## src/hw/motion_cfg.svh

```systemverilog
// Offsets, field positions, reset values and limits of the direction and pitch block.
// Assumes inclusion by bare name from every file that needs these constants.
`ifndef MOTION_CFG_SVH
`define MOTION_CFG_SVH

// ****************************************
// Register byte offsets
// ****************************************
`define OFS_CTRL        8'h00
`define OFS_PITCH       8'h04
`define OFS_PITCH_ACT   8'h08
`define OFS_STATUS      8'h0C
`define OFS_IRQ_STAT    8'h10
`define OFS_IRQ_MASK    8'h14
`define OFS_POSITION    8'h18

// ****************************************
// Field positions
// ****************************************
`define CTRL_DIR_SEL    0
`define CTRL_RESTART    8
`define ST_ALARM        0
`define ST_DIR_SEL      1
`define ST_LINEAR       2
`define ST_CONVERTER    3
`define ST_FWD_OT       4
`define ST_REV_OT       5
`define ST_PITCH_CHG    6
`define IRQ_ALARM       0
`define IRQ_FWD_BLOCK   1
`define IRQ_REV_BLOCK   2
`define IRQ_W           3

// ****************************************
// Reset values and limits
// ****************************************
`define PITCH_W         23
`define PITCH_DEFAULT   23'h000000
`define PITCH_MAX       23'h640000
`define DIR_SEL_DEFAULT 1'b0
`define IRQ_MASK_RESET  3'h0

`endif

```

## src/hw/motion_pkg.sv

```systemverilog
// Types and the shared direction helper of the direction and pitch block.
// Assumes nothing of its surroundings.
package motion_pkg;

   // ****************************************
   // Start-up sequencing
   // ****************************************
   typedef enum logic [1:0] {
      ST_BOOT = 2'b01,
      ST_RUN  = 2'b10
   } boot_state_t;

   // Turns a reference direction (1 = reverse) into a physical one (1 = CW / count-down).
   // The same mapping also turns a physical encoder direction back into a reference one.
   function automatic logic apply_dir(input logic dir, input logic sel);
      apply_dir = dir ^ sel;
   endfunction : apply_dir

endpackage : motion_pkg

```

## src/hw/quad_decode.sv

```systemverilog
// Quadrature decoder for the motor encoder: one step pulse per valid edge.
// Assumes enc_a and enc_b are already synchronous to clk.
module quad_decode (
   // Clock and reset
   input  wire logic clk,
   input  wire logic rst_n,
   input  wire logic ce,
   // Encoder lines
   input  wire logic enc_a,
   input  wire logic enc_b,
   // Decoded motion
   output logic      step,
   output logic      count_down
);

   logic [1:0] prev_q, prev_d;
   logic       step_q, step_d;
   logic       down_q, down_d;

   // A single-line change is a step; a double change is a glitch and is dropped.
   always_comb begin
      prev_d = {enc_a, enc_b};
      step_d = (enc_a ^ prev_q[1]) ^ (enc_b ^ prev_q[0]);
      down_d = down_q;
      if (step_d) begin
         down_d = ~(enc_a ^ prev_q[0]); // A leading B counts up.
      end
   end

   // Registered so downstream logic sees a clean one-cycle step.
   always_ff @(posedge clk or negedge rst_n) begin
      if (!rst_n) begin
         prev_q <= 2'h0;
         step_q <= 1'b0;
         down_q <= 1'b0;
      end else if (ce) begin
         prev_q <= prev_d;
         step_q <= step_d;
         down_q <= down_d;
      end
   end

   assign step       = step_q;
   assign count_down = down_q;

endmodule : quad_decode

```

## src/hw/quad_emit.sv

```systemverilog
// Quadrature pulse generator for the divided pulse outputs.
// Assumes one step request per cycle at most, direction given in reference terms.
module quad_emit (
   // Clock and reset
   input  wire logic clk,
   input  wire logic rst_n,
   input  wire logic ce,
   // Step request
   input  wire logic step,
   input  wire logic reverse,
   // Pulse pair
   output logic      out_a,
   output logic      out_b
);

   logic [1:0] idx_q, idx_d;
   logic       a_q, a_d;
   logic       b_q, b_d;

   // Forward walks 00,01,11,10 in (A,B), so B leads A; reverse walks back, so A leads.
   always_comb begin
      idx_d = idx_q;
      if (step) begin
         idx_d = reverse ? idx_q - 2'h1 : idx_q + 2'h1;
      end
      a_d = idx_d[1];
      b_d = idx_d[1] ^ idx_d[0];
   end

   // Outputs are flops so the pair never glitches between states.
   always_ff @(posedge clk or negedge rst_n) begin
      if (!rst_n) begin
         idx_q <= 2'h0;
         a_q   <= 1'b0;
         b_q   <= 1'b0;
      end else if (ce) begin
         idx_q <= idx_d;
         a_q   <= a_d;
         b_q   <= b_d;
      end
   end

   assign out_a = a_q;
   assign out_b = b_q;

endmodule : quad_emit

```

## src/hw/motion_direction_and_scale_pitch.sv

```systemverilog
// Direction selection, overtravel gating, divided pulse output and scale pitch alarm.
// Assumes a classic Wishbone master, synchronous pins and straps stable around a restart.
`include "motion_cfg.svh"

// Behaviour
// - Direction-select 0 makes forward CCW from load end; 1 makes forward CW.
// - Changing direction-select reverses motor motion without touching reference sign.
// - Divided pulse output polarity follows the reference, never direction-select.
// - Forward reference gives B leading A; reverse gives A leading B.
// - Linear motor: forward moves count-up when select is 0, count-down when 1.
// - Pitch alarm raised at start-up, for a linear motor with serial converter only, while scale pitch has not been set to a non-default value since power-on.
// - Pitch alarm clears only after pitch change followed by a restart.
// - Without serial converter the automatic pitch is used, programmed pitch ignored.
module motion_direction_and_scale_pitch (
   // Clock, reset and freeze
   input  wire logic        clk,
   input  wire logic        rst_n,
   input  wire logic        ce,
   // Wishbone slave
   input  wire logic        wb_cyc_i,
   input  wire logic        wb_stb_i,
   input  wire logic        wb_we_i,
   input  wire logic [7:0]  wb_adr_i,
   input  wire logic [3:0]  wb_sel_i,
   input  wire logic [31:0] wb_dat_i,
   output logic      [31:0] wb_dat_o,
   output logic             wb_ack_o,
   // Motor type straps and automatic pitch
   input  wire logic        linear_motor_in,
   input  wire logic        converter_in,
   input  wire logic [22:0] auto_pitch_in,
   // Motion reference
   input  wire logic        ref_step,
   input  wire logic        ref_reverse,
   input  wire logic        fwd_overtravel_in,
   input  wire logic        rev_overtravel_in,
   // Motor drive and encoder feedback
   output logic             motor_step,
   output logic             motor_dir_cw,
   input  wire logic        enc_a,
   input  wire logic        enc_b,
   // Divided pulse outputs
   output logic             pulse_out_a,
   output logic             pulse_out_b,
   // Status
   output logic             pitch_alarm,
   output logic             irq
);

   // ****************************************
   // Declarations
   // ****************************************
   logic                     wr_stb, rd_stb;
   motion_pkg::boot_state_t  boot_q, boot_d;
   logic                     dir_sel_q, dir_sel_d;
   logic [`PITCH_W-1:0]      pitch_q, pitch_d;
   logic [`PITCH_W-1:0]      pitch_act_q, pitch_act_d;
   logic                     pitch_chg_q, pitch_chg_d;
   logic                     linear_q, linear_d;
   logic                     conv_q, conv_d;
   logic                     alarm_q, alarm_d;
   logic [`IRQ_W-1:0]        irq_stat_q, irq_stat_d;
   logic [`IRQ_W-1:0]        irq_mask_q, irq_mask_d;
   logic                     irq_q, irq_d;
   logic [31:0]              rdata_q, rdata_d;
   logic                     ack_q, ack_d;
   logic                     mstep_q, mstep_d;
   logic                     mdir_q, mdir_d;
   logic                     fwd_block, rev_block;
   logic [31:0]              pos_q, pos_d;
   logic                     enc_step, enc_down;
   logic                     emit_reverse;
   logic                     soft_restart;
   logic [31:0]              wmask;
   logic [31:0]              wdata;

   // ****************************************
   // Bus decode
   // ****************************************

   // One access per cycle of the master; the ack flop keeps a held request from repeating.
   assign wr_stb = wb_cyc_i & wb_stb_i & wb_we_i & ~ack_q;
   assign rd_stb = wb_cyc_i & wb_stb_i & ~wb_we_i & ~ack_q;

   // Byte enables become a bit mask merged with the old value of the target.
   assign wmask = {{8{wb_sel_i[3]}}, {8{wb_sel_i[2]}}, {8{wb_sel_i[1]}}, {8{wb_sel_i[0]}}};
   assign wdata = wb_dat_i & wmask;

   assign soft_restart = wr_stb & (wb_adr_i == `OFS_CTRL) & wmask[`CTRL_RESTART]
                         & wb_dat_i[`CTRL_RESTART];

   // ****************************************
   // Start-up and setting registers
   // ****************************************

   // Straps and the pitch are caught one cycle after reset release or a soft restart,
   // so nothing under the asynchronous reset ever samples a pin.
   always_comb begin
      boot_d      = boot_q;
      dir_sel_d   = dir_sel_q;
      pitch_d     = pitch_q;
      pitch_chg_d = pitch_chg_q;
      pitch_act_d = pitch_act_q;
      linear_d    = linear_q;
      conv_d      = conv_q;
      alarm_d     = alarm_q;
      irq_mask_d  = irq_mask_q;
      if (wr_stb) begin
         unique case (wb_adr_i)
            `OFS_CTRL: begin
               if (wmask[`CTRL_DIR_SEL]) begin
                  dir_sel_d = wb_dat_i[`CTRL_DIR_SEL];
               end
            end
            `OFS_PITCH: begin
               // Out-of-range values are refused so the stored setting stays legal.
               if ((((pitch_q & ~wmask[`PITCH_W-1:0]) | wdata[`PITCH_W-1:0]) <= `PITCH_MAX)
                   && (wdata[31:`PITCH_W] == 9'h000)) begin
                  pitch_d = (pitch_q & ~wmask[`PITCH_W-1:0]) | wdata[`PITCH_W-1:0];
                  if (pitch_d != `PITCH_DEFAULT) begin
                     pitch_chg_d = 1'b1;
                  end
               end
            end
            `OFS_IRQ_MASK: begin
               irq_mask_d = (irq_mask_q & ~wmask[`IRQ_W-1:0]) | wdata[`IRQ_W-1:0];
            end
            default: begin
            end
         endcase
      end
      unique case (boot_q)
         motion_pkg::ST_BOOT: begin
            linear_d = linear_motor_in;
            conv_d   = converter_in;
            // Pitch only takes effect here; without a converter the scale tells its own.
            pitch_act_d = converter_in ? pitch_q : auto_pitch_in;
            alarm_d     = linear_motor_in & converter_in & ~pitch_chg_q;
            boot_d      = motion_pkg::ST_RUN;
         end
         motion_pkg::ST_RUN: begin
            if (soft_restart) begin
               boot_d = motion_pkg::ST_BOOT;
            end
         end
         default: begin
            boot_d = motion_pkg::ST_BOOT;
         end
      endcase
   end

   // Settings survive a soft restart; only the power-on reset returns them to defaults.
   always_ff @(posedge clk or negedge rst_n) begin
      if (!rst_n) begin
         boot_q      <= motion_pkg::ST_BOOT;
         dir_sel_q   <= `DIR_SEL_DEFAULT;
         pitch_q     <= `PITCH_DEFAULT;
         pitch_chg_q <= 1'b0;
         pitch_act_q <= `PITCH_DEFAULT;
         linear_q    <= 1'b0;
         conv_q      <= 1'b0;
         alarm_q     <= 1'b0;
         irq_mask_q  <= `IRQ_MASK_RESET;
      end else if (ce) begin
         boot_q      <= boot_d;
         dir_sel_q   <= dir_sel_d;
         pitch_q     <= pitch_d;
         pitch_chg_q <= pitch_chg_d;
         pitch_act_q <= pitch_act_d;
         linear_q    <= linear_d;
         conv_q      <= conv_d;
         alarm_q     <= alarm_d;
         irq_mask_q  <= irq_mask_d;
      end
   end

   // ****************************************
   // Motion path
   // ****************************************

   // Overtravel is judged on the reference direction, so the selection cannot swap limits.
   assign fwd_block = ~ref_reverse & fwd_overtravel_in;
   assign rev_block = ref_reverse & rev_overtravel_in;

   // Physical direction is the reference direction turned by the selection.
   always_comb begin
      mstep_d = ref_step & ~fwd_block & ~rev_block & (boot_q == motion_pkg::ST_RUN);
      mdir_d  = mdir_q;
      if (ref_step) begin
         mdir_d = motion_pkg::apply_dir(ref_reverse, dir_sel_q);
      end
      pos_d = pos_q;
      if (enc_step) begin
         pos_d = enc_down ? pos_q - 32'h00000001 : pos_q + 32'h00000001;
      end
   end

   // Encoder counts stay physical; only the pulse outputs are mapped back.
   always_ff @(posedge clk or negedge rst_n) begin
      if (!rst_n) begin
         mstep_q <= 1'b0;
         mdir_q  <= 1'b0;
         pos_q   <= 32'h00000000;
      end else if (ce) begin
         mstep_q <= mstep_d;
         mdir_q  <= mdir_d;
         pos_q   <= pos_d;
      end
   end

   quad_decode u_decode (
      .clk        (clk),
      .rst_n      (rst_n),
      .ce         (ce),
      .enc_a      (enc_a),
      .enc_b      (enc_b),
      .step       (enc_step),
      .count_down (enc_down)
   );

   // Turning the physical step back into reference terms keeps the pulse polarity fixed.
   assign emit_reverse = motion_pkg::apply_dir(enc_down, dir_sel_q);

   quad_emit u_emit (
      .clk     (clk),
      .rst_n   (rst_n),
      .ce      (ce),
      .step    (enc_step),
      .reverse (emit_reverse),
      .out_a   (pulse_out_a),
      .out_b   (pulse_out_b)
   );

   // ****************************************
   // Interrupts and bus answer
   // ****************************************

   // Events set sticky bits; a read clears, but an event in the same cycle wins.
   always_comb begin
      irq_stat_d = irq_stat_q;
      if (rd_stb && (wb_adr_i == `OFS_IRQ_STAT)) begin
         irq_stat_d = {`IRQ_W{1'b0}};
      end
      if ((boot_q == motion_pkg::ST_BOOT) && alarm_d) begin
         irq_stat_d[`IRQ_ALARM] = 1'b1;
      end
      if (ref_step && fwd_block) begin
         irq_stat_d[`IRQ_FWD_BLOCK] = 1'b1;
      end
      if (ref_step && rev_block) begin
         irq_stat_d[`IRQ_REV_BLOCK] = 1'b1;
      end
      irq_d = |(irq_stat_d & irq_mask_d);
      ack_d = wb_cyc_i & wb_stb_i & ~ack_q;
      rdata_d = 32'h00000000;
      if (rd_stb) begin
         unique case (wb_adr_i)
            `OFS_CTRL:      rdata_d[`CTRL_DIR_SEL] = dir_sel_q;
            `OFS_PITCH:     rdata_d[`PITCH_W-1:0] = pitch_q;
            `OFS_PITCH_ACT: rdata_d[`PITCH_W-1:0] = pitch_act_q;
            `OFS_STATUS: begin
               rdata_d[`ST_ALARM]     = alarm_q;
               rdata_d[`ST_DIR_SEL]   = dir_sel_q;
               rdata_d[`ST_LINEAR]    = linear_q;
               rdata_d[`ST_CONVERTER] = conv_q;
               rdata_d[`ST_FWD_OT]    = fwd_overtravel_in;
               rdata_d[`ST_REV_OT]    = rev_overtravel_in;
               rdata_d[`ST_PITCH_CHG] = pitch_chg_q;
            end
            `OFS_IRQ_STAT:  rdata_d[`IRQ_W-1:0] = irq_stat_q;
            `OFS_IRQ_MASK:  rdata_d[`IRQ_W-1:0] = irq_mask_q;
            `OFS_POSITION:  rdata_d = pos_q;
            default:        rdata_d = 32'h00000000; // Unmapped reads answer zero.
         endcase
      end
   end

   // Every access is acked one cycle after it is presented, mapped or not.
   always_ff @(posedge clk or negedge rst_n) begin
      if (!rst_n) begin
         irq_stat_q <= {`IRQ_W{1'b0}};
         irq_q      <= 1'b0;
         ack_q      <= 1'b0;
         rdata_q    <= 32'h00000000;
      end else if (ce) begin
         irq_stat_q <= irq_stat_d;
         irq_q      <= irq_d;
         ack_q      <= ack_d;
         rdata_q    <= rdata_d;
      end
   end

   assign wb_dat_o     = rdata_q;
   assign wb_ack_o     = ack_q;
   assign motor_step   = mstep_q;
   assign motor_dir_cw = mdir_q;
   assign pitch_alarm  = alarm_q;
   assign irq          = irq_q;

endmodule : motion_direction_and_scale_pitch

```

## config.mk

```make
export PLATFORM = sky130hd
export DESIGN_NAME = motion_direction_and_scale_pitch
export DESIGN_NICKNAME = d
export VERILOG_FILES = /design/src/hw/motion_pkg.sv /design/src/hw/quad_decode.sv /design/src/hw/quad_emit.sv /design/src/hw/motion_direction_and_scale_pitch.sv
export VERILOG_INCLUDE_DIRS = /design/src /design/src/hw
export SDC_FILE = /design/constraint.sdc
export NUM_CORES = 1
export LEC_CHECK = 0
export BUFFER_PORTS_ARGS = -buffer_cell sky130_fd_sc_hd__buf_4
export CORE_ASPECT_RATIO = 0.8
export CORE_MARGIN = 10
export CORE_UTILIZATION = 64
export CTS_BUF_LIST = sky130_fd_sc_hd__clkbuf_4
export CTS_CLUSTER_DIAMETER = 100
export DETAILED_ROUTE_END_ITERATION = 8
export PLACE_DENSITY_LB_ADDON = 0.2
export SYNTH_ARGS = -nofsm -noshare
export SYNTH_HDL_FRONTEND = slang
export SYNTH_SLANG_ARGS = --single-unit
```

## constraint.sdc

```tcl
create_clock -name clk -period 7.55 [get_ports clk]
set_input_delay 0.3775 -clock clk [delete_from_list [all_inputs] [get_ports clk]]
set_output_delay 0.3775 -clock clk [all_outputs]
set_load 0.05 [all_outputs]
```

==> qor.yml <==
hold_path:
  min_from: "wb_dat_i[13]"
  min_path_cells: 2
  hold_path.class: "in -> reg"
  hold_end: "pitch_q[13]$_DFFE_PN0P_"
timing:
  worst_pin_slew_ns: 0.929
  setup_violations: 0
  rsz0062_at_grt: "false"
  slew_headroom_pct: 37.5
  fin_setup_tns_ns: 0
  hold_viol: 0
  fin_crit_sh_pct: 41.5
  clock.fmax_ghz: 0.319
  skew_ns: 0.0205
  drv_slew: 0
  fin_crit_ns: 3.13
setup_path:
  worstPathArrival_ns: 3.62
  crit_path_max_fanout: 38
  cp-startpoint: "u_decode.count_down$_DFFE_PN0P_"
  crit_type: "reg -> reg"
  r2r_start: "u_decode.count_down$_DFFE_PN0P_"
  startpoint_type: "flip-flop"
  worst_ep_required_time_ns: 8.04
  reg2regPathDepth: 10
  regToRegEndpoint: "pos_q[31]$_DFFE_PN0P_"
  crit_path_end_kind: "flip-flop"
  r2r_slack_ns: 4.42
grt:
  antenna_found_initial: 1
  grt_overflow: 0
  first_global_vias: 6918
  grt_max_degree: 72
  grtUsageTotal_pct: 24.6
  grt_pass1_wl_um: 34700
routing:
  drt_iter0_markers: 737
  finalWirelength_um: 21600
  final_antenna_net_count: 0
  viasPerCell: 6.53
  vias: 6925
  drc_errors: 0
  wire_per_inst_um: 20.3
  first_pass_iters: 5
logic_synthesis:
  synth_cell_types: 77
  mappedNetlistArea_um2: 7940
  ys_warn_count: 0
  synth_ff_type: "dfrtp_1"
  synth_edf_count: 0
  seq_area_frac_synth_pct: 42.2
  yosys_register_bits: 134
  synth_nets: 906
  syn_inst: 794
  avgSynthCellArea_um2: 10.0
  async_flop_share_pct: 100
final_layout:
  mostFrequentLayoutCells: "133 x dfrtp_1, 126 x buf_4, 98 x nand2_1"
  finalNonFillerCells: 1061
  utilization_pct: 76.3
  diodes: 0
  num-nets-final: 1008
  drive_above_1_share_pct: 23.4
  final_common_cell: "dfrtp_1"
  nFillCells: 845
  area_growth_pct: 16.8
floorplanning:
  placementRows: 36
  start_util_pct: 65.3
  die_w_um: 145
  core_region_area_um2: 12200
  die_y_um: 120
  die-area_um2: 17300
  io_pins: 120
clock_network:
  clk_path_buf_depth: 2
  cts_setup_buffers: 0
  cts_buffers: 17
  clk_pin_slew_worst_paths_ns: 0.12
  clock-sinks: 134
  ctsResizeCount: 0
  ctsHoldBuffers: 4
  insertion_delay_ns: 0.57
  cts-htree-levels: 4
  root_buffer: "clkbuf_4"
  tritoncts: "yes"
status:
  status: "finished, final reports clean"
job:
  cap_viol_max_count: 0
power:
  p_leak_uw: 0.00438
  vdd_drop_max_uv: 246
  p_per_area_nw_per_um2: 365
  total_power_uw: 3380
placed_design:
  io_buffers: 119
  numPlacedInstances: 1025
  dp_hpwl_um: 15600
  gp_congestion: 0.931
## stage by stage
| step | instance area [µm²] | worst slack (ns) | hold WS [ns] |
|---|---|---|---|
| after floorplan | 7940 | 4.36 | 0.0819 |
| after global placement | 8860 | 4.54 | 0.459 |
| after detailed placement | 8860 | 4.49 | 0.470 |
| after CTS | 9280 | 4.46 | 0.000581 |
| after global routing | 9280 | 4.24 | 0.00386 |
| final | 9280 | 4.42 | 0.0306 |
## critical path, cell delays in order, from the launching register on
cell      delay, ns
dfrtp_1        0.34
buf_4          0.38
ha_1           0.39
a21oi_1        0.21
o21bai_1       0.08
a21oi_1        0.17
o21ai_0        0.14
a221oi_2       0.51
a211oi_1       0.18
or4_1          0.55
nand4_1        0.10
## how the worst max path moves through the flow
| stage | endpoint | slack (ns) |
|---|---|---|
| floorplan | pos_q[31]$_DFFE_PN0P_ | 4.36 |
| global route | pos_q[31]$_DFFE_PN0P_ | 4.24 |
| finish | pos_q[31]$_DFFE_PN0P_ | 4.42 |
| CTS | pos_q[31]$_DFFE_PN0P_ | 4.46 |
| global placement | pos_q[31]$_DFFE_PN0P_ | 4.54 |
| detailed placement | pos_q[31]$_DFFE_PN0P_ | 4.49 |
## synth_stat cells (7+ instances only)
| library cell | count | area, µm² |
|---|---|---|
| nor4_1 | 10 | 62.6 |
| xnor2_1 | 24 | 210 |
| o21ai_0 | 67 | 335 |
| dfrtp_1 | 133 | 3330 |
| ha_1 | 30 | 375 |
| a21oi_1 | 38 | 190 |
| nand4_1 | 8 | 50.1 |
| a21o_1 | 27 | 203 |
| a22oi_1 | 17 | 128 |
| nand3_1 | 14 | 70.1 |
| clkbuf_1 | 39 | 146 |
| a22o_1 | 14 | 123 |
| nor3_1 | 9 | 45.0 |
| o2bb2ai_1 | 19 | 166 |
| xor2_1 | 8 | 70.1 |
| a31oi_1 | 7 | 43.8 |
| mux2i_1 | 31 | 310 |
| inv_1 | 10 | 37.5 |
| nor2_1 | 31 | 116 |
| mux2_2 | 33 | 372 |
| mux2_1 | 17 | 191 |
| nand2_1 | 98 | 368 |
## power breakdown
group / total [µW] / leakage (µW) / switching [µW] / internal (µW)
combinational: 1710 / 0.00243 / 983 / 729
sequential: 1060 / 0.00175 / 158 / 899
clock: 616 / 0.000196 / 279 / 336
total: 3380 / 0.00438 / 1420 / 1960
## sequential cells by signal, summed over array words and instances (netlist names), 2 cells and up
name and cells:
pos_q 32, irq_stat_q 3, pitch_act_q 23, irq_mask_q 3, pitch_q 23, wb_dat_o 32
u_emit.idx_q 2, u_decode.prev_q 2, boot_q 2
## area by class of cell
class	count	area (µm²)	share of cell area, %
inverters	10	37.5	0.405
well taps	152	190	2.05
repair buffers	130	986	10.6
clock inverters	13	228	2.46
flip-flops and latches	134	3350	36.2
clock buffers	19	143	1.54
multi-input cells	603	4340	46.8
## layer usage
metal	vias up	global-route usage [%]	routed length, µm
met3	55	6.15	1910
met1	3347	32.3	9270
met4	0	9.02	511
li1	3174	-	-
met2	349	38.6	9870
met5	-	0	0
## logic make-up after synthesis
logic type / Yosys count / synth area share (%)
AOI/OAI and AO/OA: 245 / 21.4
DFF: 134 / 42.2
and+or+nand+nor: 211 / 13.0
buffers and inverters: 57 / 3.21
muxes: 84 / 11.6
adders and majority gates: 31 / 4.98
xor gates and xnor gates: 32 / 3.53
No activity file was read; power rests on OpenSTA's default activity.
